## config.mk

```make
export PLATFORM = sky130hd
export DESIGN_NAME = phy_mgmt_regs
export DESIGN_NICKNAME = d
export VERILOG_FILES = /design/src/rtl/phy_mgmt_pkg.sv /design/src/rtl/clear_on_read_flag.sv /design/src/rtl/phy_mgmt_regs.sv
export VERILOG_INCLUDE_DIRS = /design/src /design/src/rtl
export SDC_FILE = /design/constraint.sdc
export NUM_CORES = 1
export LEC_CHECK = 0
export ABC_CLOCK_PERIOD_IN_PS = 4100
export BUFFER_PORTS_ARGS = -buffer_cell sky130_fd_sc_hd__buf_2
export CORE_MARGIN = 8
export CORE_UTILIZATION = 40
export DETAILED_ROUTE_END_ITERATION = 7
export SYNTH_ARGS = -nofsm -noshare
export SYNTH_HDL_FRONTEND = slang
export SYNTH_SLANG_ARGS = --single-unit
```

## constraint.sdc

```tcl
create_clock -name clk_in -period 4.1 [get_ports clk_in]
set_input_delay 1.025 -clock clk_in [delete_from_list [all_inputs] [get_ports clk_in]]
set_output_delay 1.025 -clock clk_in [all_outputs]
set_load 0.05 [all_outputs]
```

## src/rtl/phy_mgmt_consts.svh

```systemverilog
// register indices, field positions and reset values of the management bank
`ifndef PHY_MGMT_CONSTS_SVH
`define PHY_MGMT_CONSTS_SVH

`define IDX_ADVERT 5'h04
`define IDX_PARTNER_BASE 5'h05
`define IDX_EXPANSION 5'h06
`define IDX_NP_TX 5'h07
`define IDX_NP_RX 5'h08
`define IDX_GIG_CTRL 5'h09
`define IDX_GIG_STAT 5'h0A
`define IDX_MMD_CTRL 5'h0D
`define IDX_MMD_DATA 5'h0E
`define IDX_GIG_EXT1 5'h0F
`define IDX_FE_EXT 5'h10
`define IDX_GIG_EXT2 5'h11
`define IDX_LAST_FIXED 5'h0F

`define ADVERT_RESET 16'h01E1
`define ADVERT_MASK 16'hADFF
`define NP_TX_RESET 16'h2001
`define NP_TX_MASK 16'hB7FF
`define NP_TOGGLE_BIT 11
`define GIG_CTRL_RESET 16'h0300
`define GIG_CTRL_MASK 16'hFF00
`define TEST_MODE_HI 15
`define TEST_MODE_LO 13
`define TEST_MODE_MAX 3'h4
`define MS_MANUAL_BIT 12
`define MS_VALUE_BIT 11
`define PORT_TYPE_BIT 10
`define GIG_ADV_HI 9
`define GIG_ADV_LO 8
`define MMD_DEV_HI 4
`define MMD_DEV_LO 0
`define NEXT_PAGE_BIT 15
`define MMD_CTRL_MASK 16'hC01F
`define MMD_FUNC_HI 15
`define MMD_FUNC_LO 14
`define GIG_EXT1_VALUE 16'h3000
`define EXP_NP_ABLE 1'h1
`define PARTNER_BASE_MASK 16'hEFFF
`define ZERO16 16'h0000
`define ZERO8 8'h00
`define COUNT_MAX 8'hFF

`endif

```

## src/rtl/phy_mgmt_pkg.sv

```systemverilog
// types shared by the management register bank
package phy_mgmt_pkg;
  typedef logic [15:0] word_t;
  typedef logic [4:0] index_t;
  typedef enum logic [1:0] {
    mmd_address = 2'h0,
    mmd_data_plain = 2'h1,
    mmd_data_inc_rw = 2'h2,
    mmd_data_inc_wr = 2'h3
  } mmd_func_e;
endpackage

```

## src/rtl/clear_on_read_flag.sv

```systemverilog
// sticky flag set by hardware, cleared by a read; set wins over the clear
`timescale 1ns/1ps
module clear_on_read_flag (
  input wire logic clk_in, // core clock
  input wire logic resetn_in, // synchronous reset, active low
  input wire logic set_in, // event pulse or level
  input wire logic clear_in, // register read strobe
  output logic flag_out // latched flag
);
  always_ff @(posedge clk_in) begin
    if (!resetn_in) begin
      flag_out <= 1'b0;
    end else if (set_in) begin
      flag_out <= 1'b1;
    end else if (clear_in) begin
      flag_out <= 1'b0;
    end
  end
endmodule

```

## src/rtl/phy_mgmt_regs.sv

```systemverilog
// auto-negotiation, gigabit and mmd window management registers
`timescale 1ns/1ps
`include "phy_mgmt_consts.svh"

module phy_mgmt_regs (
  input wire logic clk_in, // core clock, 200 MHz
  input wire logic resetn_in, // synchronous reset, active low
  input wire phy_mgmt_pkg::index_t reg_index_in, // register index
  input wire logic [1:0] ext_page_in, // extended page select
  input wire logic wr_in, // write strobe
  input wire logic rd_in, // read strobe
  input wire phy_mgmt_pkg::word_t wr_data_in, // write data
  output phy_mgmt_pkg::word_t rd_data_out, // read data
  output logic rd_valid_out, // read data valid pulse
  input wire phy_mgmt_pkg::word_t partner_base_in, // received base page
  input wire logic partner_base_load_in, // base page received pulse
  input wire phy_mgmt_pkg::word_t partner_np_in, // received next page
  input wire logic partner_np_load_in, // next page received pulse
  input wire logic partner_an_able_in, // partner negotiates
  input wire logic parallel_fault_in, // parallel detect fault
  input wire logic np_sent_in, // next page transmitted pulse
  output phy_mgmt_pkg::word_t np_tx_word_out, // next page to send
  output phy_mgmt_pkg::word_t advert_out, // advertisement word
  output logic [2:0] test_mode_out, // transmitter test mode
  output logic force_role_out, // role forced manually
  output logic forced_master_out, // forced role is master
  output logic multi_port_out, // port type
  output logic [1:0] gig_advert_out, // full, half duplex advert
  input wire logic ms_fault_in, // master/slave config fault
  input wire logic role_master_in, // resolved role master
  input wire logic local_rx_ok_in, // local receiver ok
  input wire logic remote_rx_ok_in, // remote receiver ok
  input wire logic [1:0] partner_gig_in, // partner gig full, half
  input wire logic idle_error_in, // idle error pulse
  input wire logic [1:0] fe_live_in, // locked, link
  input wire logic [5:0] fe_err_in, // 14,13,11,10,9,8 events
  input wire logic [1:0] gig_live_in, // locked, link
  input wire logic [6:0] gig_err_in, // 14,13,11..7 events
  output logic [1:0] mmd_func_out, // mmd access function
  output logic [4:0] mmd_dev_out, // mmd device address
  output phy_mgmt_pkg::word_t mmd_addr_data_out, // mmd addr/data
  output logic mmd_access_out // data phase access pulse
);
  import phy_mgmt_pkg::*;

  // ----------------------------------------
  // register decode
  // ----------------------------------------
  function automatic logic hit(input index_t idx, input index_t want,
                               input logic [1:0] page);
    // upper indices only live on the main page
    hit = (idx == want) &&
          ((want <= `IDX_LAST_FIXED) || (page == 2'h0));
  endfunction

  wire wr_advert = wr_in && hit(reg_index_in, `IDX_ADVERT, ext_page_in);
  wire wr_np_tx = wr_in && hit(reg_index_in, `IDX_NP_TX, ext_page_in);
  wire wr_gig_ctrl = wr_in && hit(reg_index_in, `IDX_GIG_CTRL, ext_page_in);
  wire wr_mmd_ctrl = wr_in && hit(reg_index_in, `IDX_MMD_CTRL, ext_page_in);
  wire wr_mmd_data = wr_in && hit(reg_index_in, `IDX_MMD_DATA, ext_page_in);
  wire rd_exp = rd_in && hit(reg_index_in, `IDX_EXPANSION, ext_page_in);
  wire rd_gig_stat = rd_in && hit(reg_index_in, `IDX_GIG_STAT, ext_page_in);
  wire rd_mmd_data = rd_in && hit(reg_index_in, `IDX_MMD_DATA, ext_page_in);
  wire rd_fe = rd_in && hit(reg_index_in, `IDX_FE_EXT, ext_page_in);
  wire rd_gig2 = rd_in && hit(reg_index_in, `IDX_GIG_EXT2, ext_page_in);

  // ----------------------------------------
  // writable registers
  // ----------------------------------------
  word_t advert;
  word_t np_tx;
  word_t gig_ctrl;
  word_t mmd_ctrl;
  word_t mmd_addr_data;
  word_t partner_base;
  word_t partner_np;
  logic last_toggle;
  logic [7:0] idle_count;

  wire [2:0] wr_test_mode = wr_data_in[`TEST_MODE_HI:`TEST_MODE_LO];
  // reserved test codes keep the previous mode
  wire test_ok = (wr_test_mode <= `TEST_MODE_MAX);
  wire [2:0] next_test_mode = test_ok ? wr_test_mode :
                              gig_ctrl[`TEST_MODE_HI:`TEST_MODE_LO];
  wire word_t next_gig_ctrl = {next_test_mode,
                               wr_data_in[`MS_MANUAL_BIT:0]} & `GIG_CTRL_MASK;
  wire mmd_func_e func = mmd_func_e'(mmd_ctrl[`MMD_FUNC_HI:`MMD_FUNC_LO]);
  wire data_phase = (func != mmd_address);

  always_ff @(posedge clk_in) begin
    if (!resetn_in) begin
      advert <= `ADVERT_RESET;
      np_tx <= `NP_TX_RESET;
      gig_ctrl <= `GIG_CTRL_RESET;
      mmd_ctrl <= `ZERO16;
      mmd_addr_data <= `ZERO16;
    end else begin
      if (wr_advert) begin
        advert <= wr_data_in & `ADVERT_MASK;
      end
      if (wr_np_tx) begin
        np_tx <= wr_data_in & `NP_TX_MASK;
      end
      if (wr_gig_ctrl) begin
        gig_ctrl <= next_gig_ctrl;
      end
      if (wr_mmd_ctrl) begin
        mmd_ctrl <= wr_data_in & `MMD_CTRL_MASK;
      end
      // window holds data; increment stays outside this bank
      if (wr_mmd_data) begin
        mmd_addr_data <= wr_data_in;
      end
    end
  end

  // ----------------------------------------
  // received pages and toggle tracking
  // ----------------------------------------
  always_ff @(posedge clk_in) begin
    if (!resetn_in) begin
      partner_base <= `ZERO16;
      partner_np <= `ZERO16;
      last_toggle <= 1'b1;
    end else begin
      if (partner_base_load_in) begin
        partner_base <= partner_base_in & `PARTNER_BASE_MASK;
      end
      if (partner_np_load_in) begin
        partner_np <= partner_np_in;
      end
      if (np_sent_in) begin
        last_toggle <= np_tx_word_out[`NP_TOGGLE_BIT];
      end
    end
  end

  // ----------------------------------------
  // latched and read-clear flags
  // ----------------------------------------
  wire [15:0] set_vec = {fe_err_in, gig_err_in, ms_fault_in,
                         parallel_fault_in, partner_np_load_in};
  wire [15:0] clr_vec = {{6{rd_fe}}, {7{rd_gig2}}, rd_gig_stat,
                         rd_exp, rd_exp};
  logic [15:0] flags;

  generate
    for (genvar i = 0; i < 16; i++) begin : g_flag
      clear_on_read_flag u_flag (
        .clk_in(clk_in),
        .resetn_in(resetn_in),
        .set_in(set_vec[i]),
        .clear_in(clr_vec[i]),
        .flag_out(flags[i])
      );
    end
  endgenerate

  wire page_rx = flags[0];
  wire par_fault = flags[1];
  wire ms_fault = flags[2];
  wire [6:0] gig_flags = flags[9:3];
  wire [5:0] fe_flags = flags[15:10];

  // count saturates; an error on the read cycle starts the new count
  always_ff @(posedge clk_in) begin
    if (!resetn_in) begin
      idle_count <= `ZERO8;
    end else if (rd_gig_stat) begin
      idle_count <= idle_error_in ? 8'h01 : `ZERO8;
    end else if (idle_error_in && idle_count != `COUNT_MAX) begin
      idle_count <= idle_count + 8'h01;
    end
  end

  // ----------------------------------------
  // read views
  // ----------------------------------------
  wire partner_np_able = partner_np[`NEXT_PAGE_BIT] |
                         partner_base[`NEXT_PAGE_BIT];
  wire word_t exp_view = {11'h000, par_fault, partner_np_able,
                          `EXP_NP_ABLE, page_rx, partner_an_able_in};
  wire word_t np_tx_view = {np_tx[15:12], ~last_toggle, np_tx[10:0]};
  wire word_t gig_stat_view = {ms_fault, role_master_in, local_rx_ok_in,
                               remote_rx_ok_in, partner_gig_in, 2'h0,
                               idle_count};
  wire word_t fe_view = {fe_live_in[1], fe_flags[5:4], fe_live_in[0],
                         fe_flags[3:0], 8'h00};
  wire word_t gig2_view = {gig_live_in[1], gig_flags[6:5], gig_live_in[0],
                           gig_flags[4:0], 7'h00};

  word_t read_mux;
  always_comb begin
    read_mux = `ZERO16;
    if (hit(reg_index_in, reg_index_in, ext_page_in)) begin
      unique case (reg_index_in)
        `IDX_ADVERT: read_mux = advert;
        `IDX_PARTNER_BASE: read_mux = partner_base;
        `IDX_EXPANSION: read_mux = exp_view;
        `IDX_NP_TX: read_mux = np_tx_view;
        `IDX_NP_RX: read_mux = partner_np;
        `IDX_GIG_CTRL: read_mux = gig_ctrl;
        `IDX_GIG_STAT: read_mux = gig_stat_view;
        `IDX_MMD_CTRL: read_mux = mmd_ctrl;
        `IDX_MMD_DATA: read_mux = mmd_addr_data;
        `IDX_GIG_EXT1: read_mux = `GIG_EXT1_VALUE;
        `IDX_FE_EXT: read_mux = fe_view;
        `IDX_GIG_EXT2: read_mux = gig2_view;
        default: read_mux = `ZERO16;
      endcase
    end
  end

  always_ff @(posedge clk_in) begin
    if (!resetn_in) begin
      rd_data_out <= `ZERO16;
      rd_valid_out <= 1'b0;
      mmd_access_out <= 1'b0;
    end else begin
      rd_valid_out <= rd_in;
      if (rd_in) begin
        rd_data_out <= read_mux;
      end
      // data register accesses reach the device only in a data function, not in mmd_address; increments happen outside
      mmd_access_out <= data_phase && (rd_mmd_data || wr_mmd_data);
    end
  end

  // ----------------------------------------
  // control outputs
  // ----------------------------------------
  assign np_tx_word_out = np_tx_view;
  assign advert_out = advert;
  assign test_mode_out = gig_ctrl[`TEST_MODE_HI:`TEST_MODE_LO];
  assign force_role_out = gig_ctrl[`MS_MANUAL_BIT];
  assign forced_master_out = gig_ctrl[`MS_MANUAL_BIT] &&
                             gig_ctrl[`MS_VALUE_BIT];
  assign multi_port_out = gig_ctrl[`PORT_TYPE_BIT];
  assign gig_advert_out = gig_ctrl[`GIG_ADV_HI:`GIG_ADV_LO];
  assign mmd_func_out = mmd_ctrl[`MMD_FUNC_HI:`MMD_FUNC_LO];
  assign mmd_dev_out = mmd_ctrl[`MMD_DEV_HI:`MMD_DEV_LO];
  assign mmd_addr_data_out = mmd_addr_data;
endmodule

```

==> qor.csv <==
metric,value,unit
status,finished clean,
Initial Util,0.407,
type of element capturing the critical path,flop,
share of the synthesized area in the top cell type,0.430,
IO buf count,163,
Leakage,3.25,nW
vias in the first global route,5710,
router iterations before antenna repair,5,
Post-CTS Resized,0,
ANT nets after route,0,
Post-Synthesis Cell Area,0.00615,mm²
Site Rows,45,
"count leader, synth",dfxtp_1,
Iter 0 DRT Violations,449,
"delay-heaviest family, CP",simple AND/OR/NAND/NOR gates,
CTS Buffer Depth,2,
Max-Slew Margin vs Limit,0.349,
slowest CP cell,or4b_4,
Peak VDD IR,0.000297,V
HP Class,flop to flop,
setup violators final,0,
WP data arrival,2970,ps
routed vias/inst,5.52,
Cell variety after synth,71,
synth cell count leaders,"dfxtp_1 (132), nand2_1 (96), nor2b_1 (71)",
Worst setup SP type,primary input,
critical path class,primary input to flop,
largest net degree at the start of global routing,117,
Max Cap Viol,0,
Peak Freq,0.367,GHz
clock sink count,132,
DR vias,5626,
critical path data required time,4350,ps
RSZ-0062 raised after global routing,false,
top post-synthesis cells by area,"dfxtp_1 (43%), mux2i_1 (9.9%), nor2b_1 (7.2%)",
Post-CTS Setup Bufs,0,
die area,0.0196,mm²
Final #Nets,909,
crit path time final,2720,ps
Post-route DRC,0,
synthesized flop and latch total,132,
final setup TNS,0,ps
initial antenna violation count,1,
final hold violations,0,
sequential area share after synthesis,0.430,
Pwr Density,414,mW/mm²
GRT Util Overall,0.214,
fin crit share,0.664,
ys flop type,dfxtp_1,
layout cells sized above 1,0.254,
placed wire-length estimate,15700,µm
slowest cell delay on critical path,570,ps
Yosys warning total,0,
worst-path fanout max,27,
CTS tree,done,
"Avg Cell Area, Syn",8.96,µm²
I/O Pins,169,
htree depth,4,
cells along the critical path,"buf_2, or4b_4, nor2_4, nand2_1, nand2_1, nand3_1",
crit path buf inv count,1,
Total Routed Length,21100,µm
DR WL/cell,20.7,µm
crit-path most repeated cell,nand2_1,
core area,0.0151,mm²
# hold bufs at CTS,0,
Slew @ Worst Pin,976,ps
"Slew Viols, Final",0,
CTS Buf Count,17,
Area Overhead vs Synth,22.2,%
later-pin clock latency in the skew report,420,ps
clock skew,6.60,ps
Die H,140,µm
Worst-path clk slew,50,ps
Synth area leader,dfxtp_1,
fraction of registers with async set/reset,0,
Congestion Overflow GR,0,
Die Wd,140,µm
root buffer cell,clkbuf_16,
Hold WS,449,ps
Post-Synthesis Cells,686,
Post-synth EDFFs,0,
global-route wire length before repair,32100,µm
placer's final routability congestion estimate,0.845,
[cell type report]
class                   count  area (µm²)
flip-flops and latches    132        2640
diodes                      1        2.50
well taps                 188         235
clock buffers              25         495
inverters                   5        18.8
repair buffers            169         861
multi-input cells         495        3180
fillers                  1462        7580
clock inverters             4        72.6
[worst paths after layout]
path	start	end	slack [ps]	cells after the start
hold reg to reg	rd_data_out[0]	rd_data_out[0]	450	1
hold / removal	rd_data_out[0]	rd_data_out[0]	450	1
setup reg to reg	np_tx[1]	rd_data_out[1]	2460	5
setup / recovery	reg_index_in[2]	advert_out[8]	1380	6
[layout by cell type (no fill, tap or decap), types with 7 or more instances in the layout]
cell and instances:
nand2_1 96, a22oi_1 13, nor2b_1 71, nand3_1 24
mux2i_1 61, a31oi_1 7, nor2_1 23, a221oi_1 10
o21ai_0 16, clkbuf_16 17, nor3_1 12, a21oi_1 32
dfxtp_1 132, a21boi_0 25, buf_2 163
[routing by layer]
layer,up-vias,wire length [µm],GRT usage
li1,2672,-,-
met1,2650,8830,0.260
met2,268,9710,0.345
met3,36,2010,0.0635
met4,0,558,0.0891
met5,-,0,0
[cell families (layout without fill, tap and decap cells)]
family	after synthesis	after routing	share of synthesized area
buf+inv	62	203	0.0539
fa+ha+maj	1	1	0.00204
other cells	1	5	0.000610
flops	132	132	0.430
mux	63	63	0.103
xor+xnor	6	6	0.00855
compound gates	148	148	0.166
simple gates	273	273	0.236
[power breakdown]
group | switching, mW | internal (mW)
clock | 0.533 | 0.948
sequential | 0.0273 | 1.32
combinational | 0.169 | 0.109
[state kept, by name, summed over array words and instances (netlist names)]
name                    flops
advert_out                 13
g_flag.u_flag.flag_out     16
gig_ctrl                    8
idle_count                  8
last_toggle                 1
mmd_access_out              1
mmd_addr_data_out          16
mmd_ctrl                    7
np_tx                      14
partner_base               15
partner_np                 16
rd_data_out                16
rd_valid_out                1
[metrics by stage]
stage / std cells / power (mW) / worst slack, ps / util / cell area (µm²)
after floorplan: 689 / 1.55 / 1780 / - / 6160
final: 1019 / 3.11 / 1380 / 0.498 / 7510
after global placement: 989 / 1.65 / 996 / 0.460 / 6940
after global routing: 1019 / 3.21 / 1270 / 0.498 / 7510
after CTS: 1018 / 3.13 / 1430 / 0.498 / 7510
after detailed placement: 989 / 1.65 / 995 / 0.460 / 6940
No activity file was read; power rests on OpenSTA's default activity.
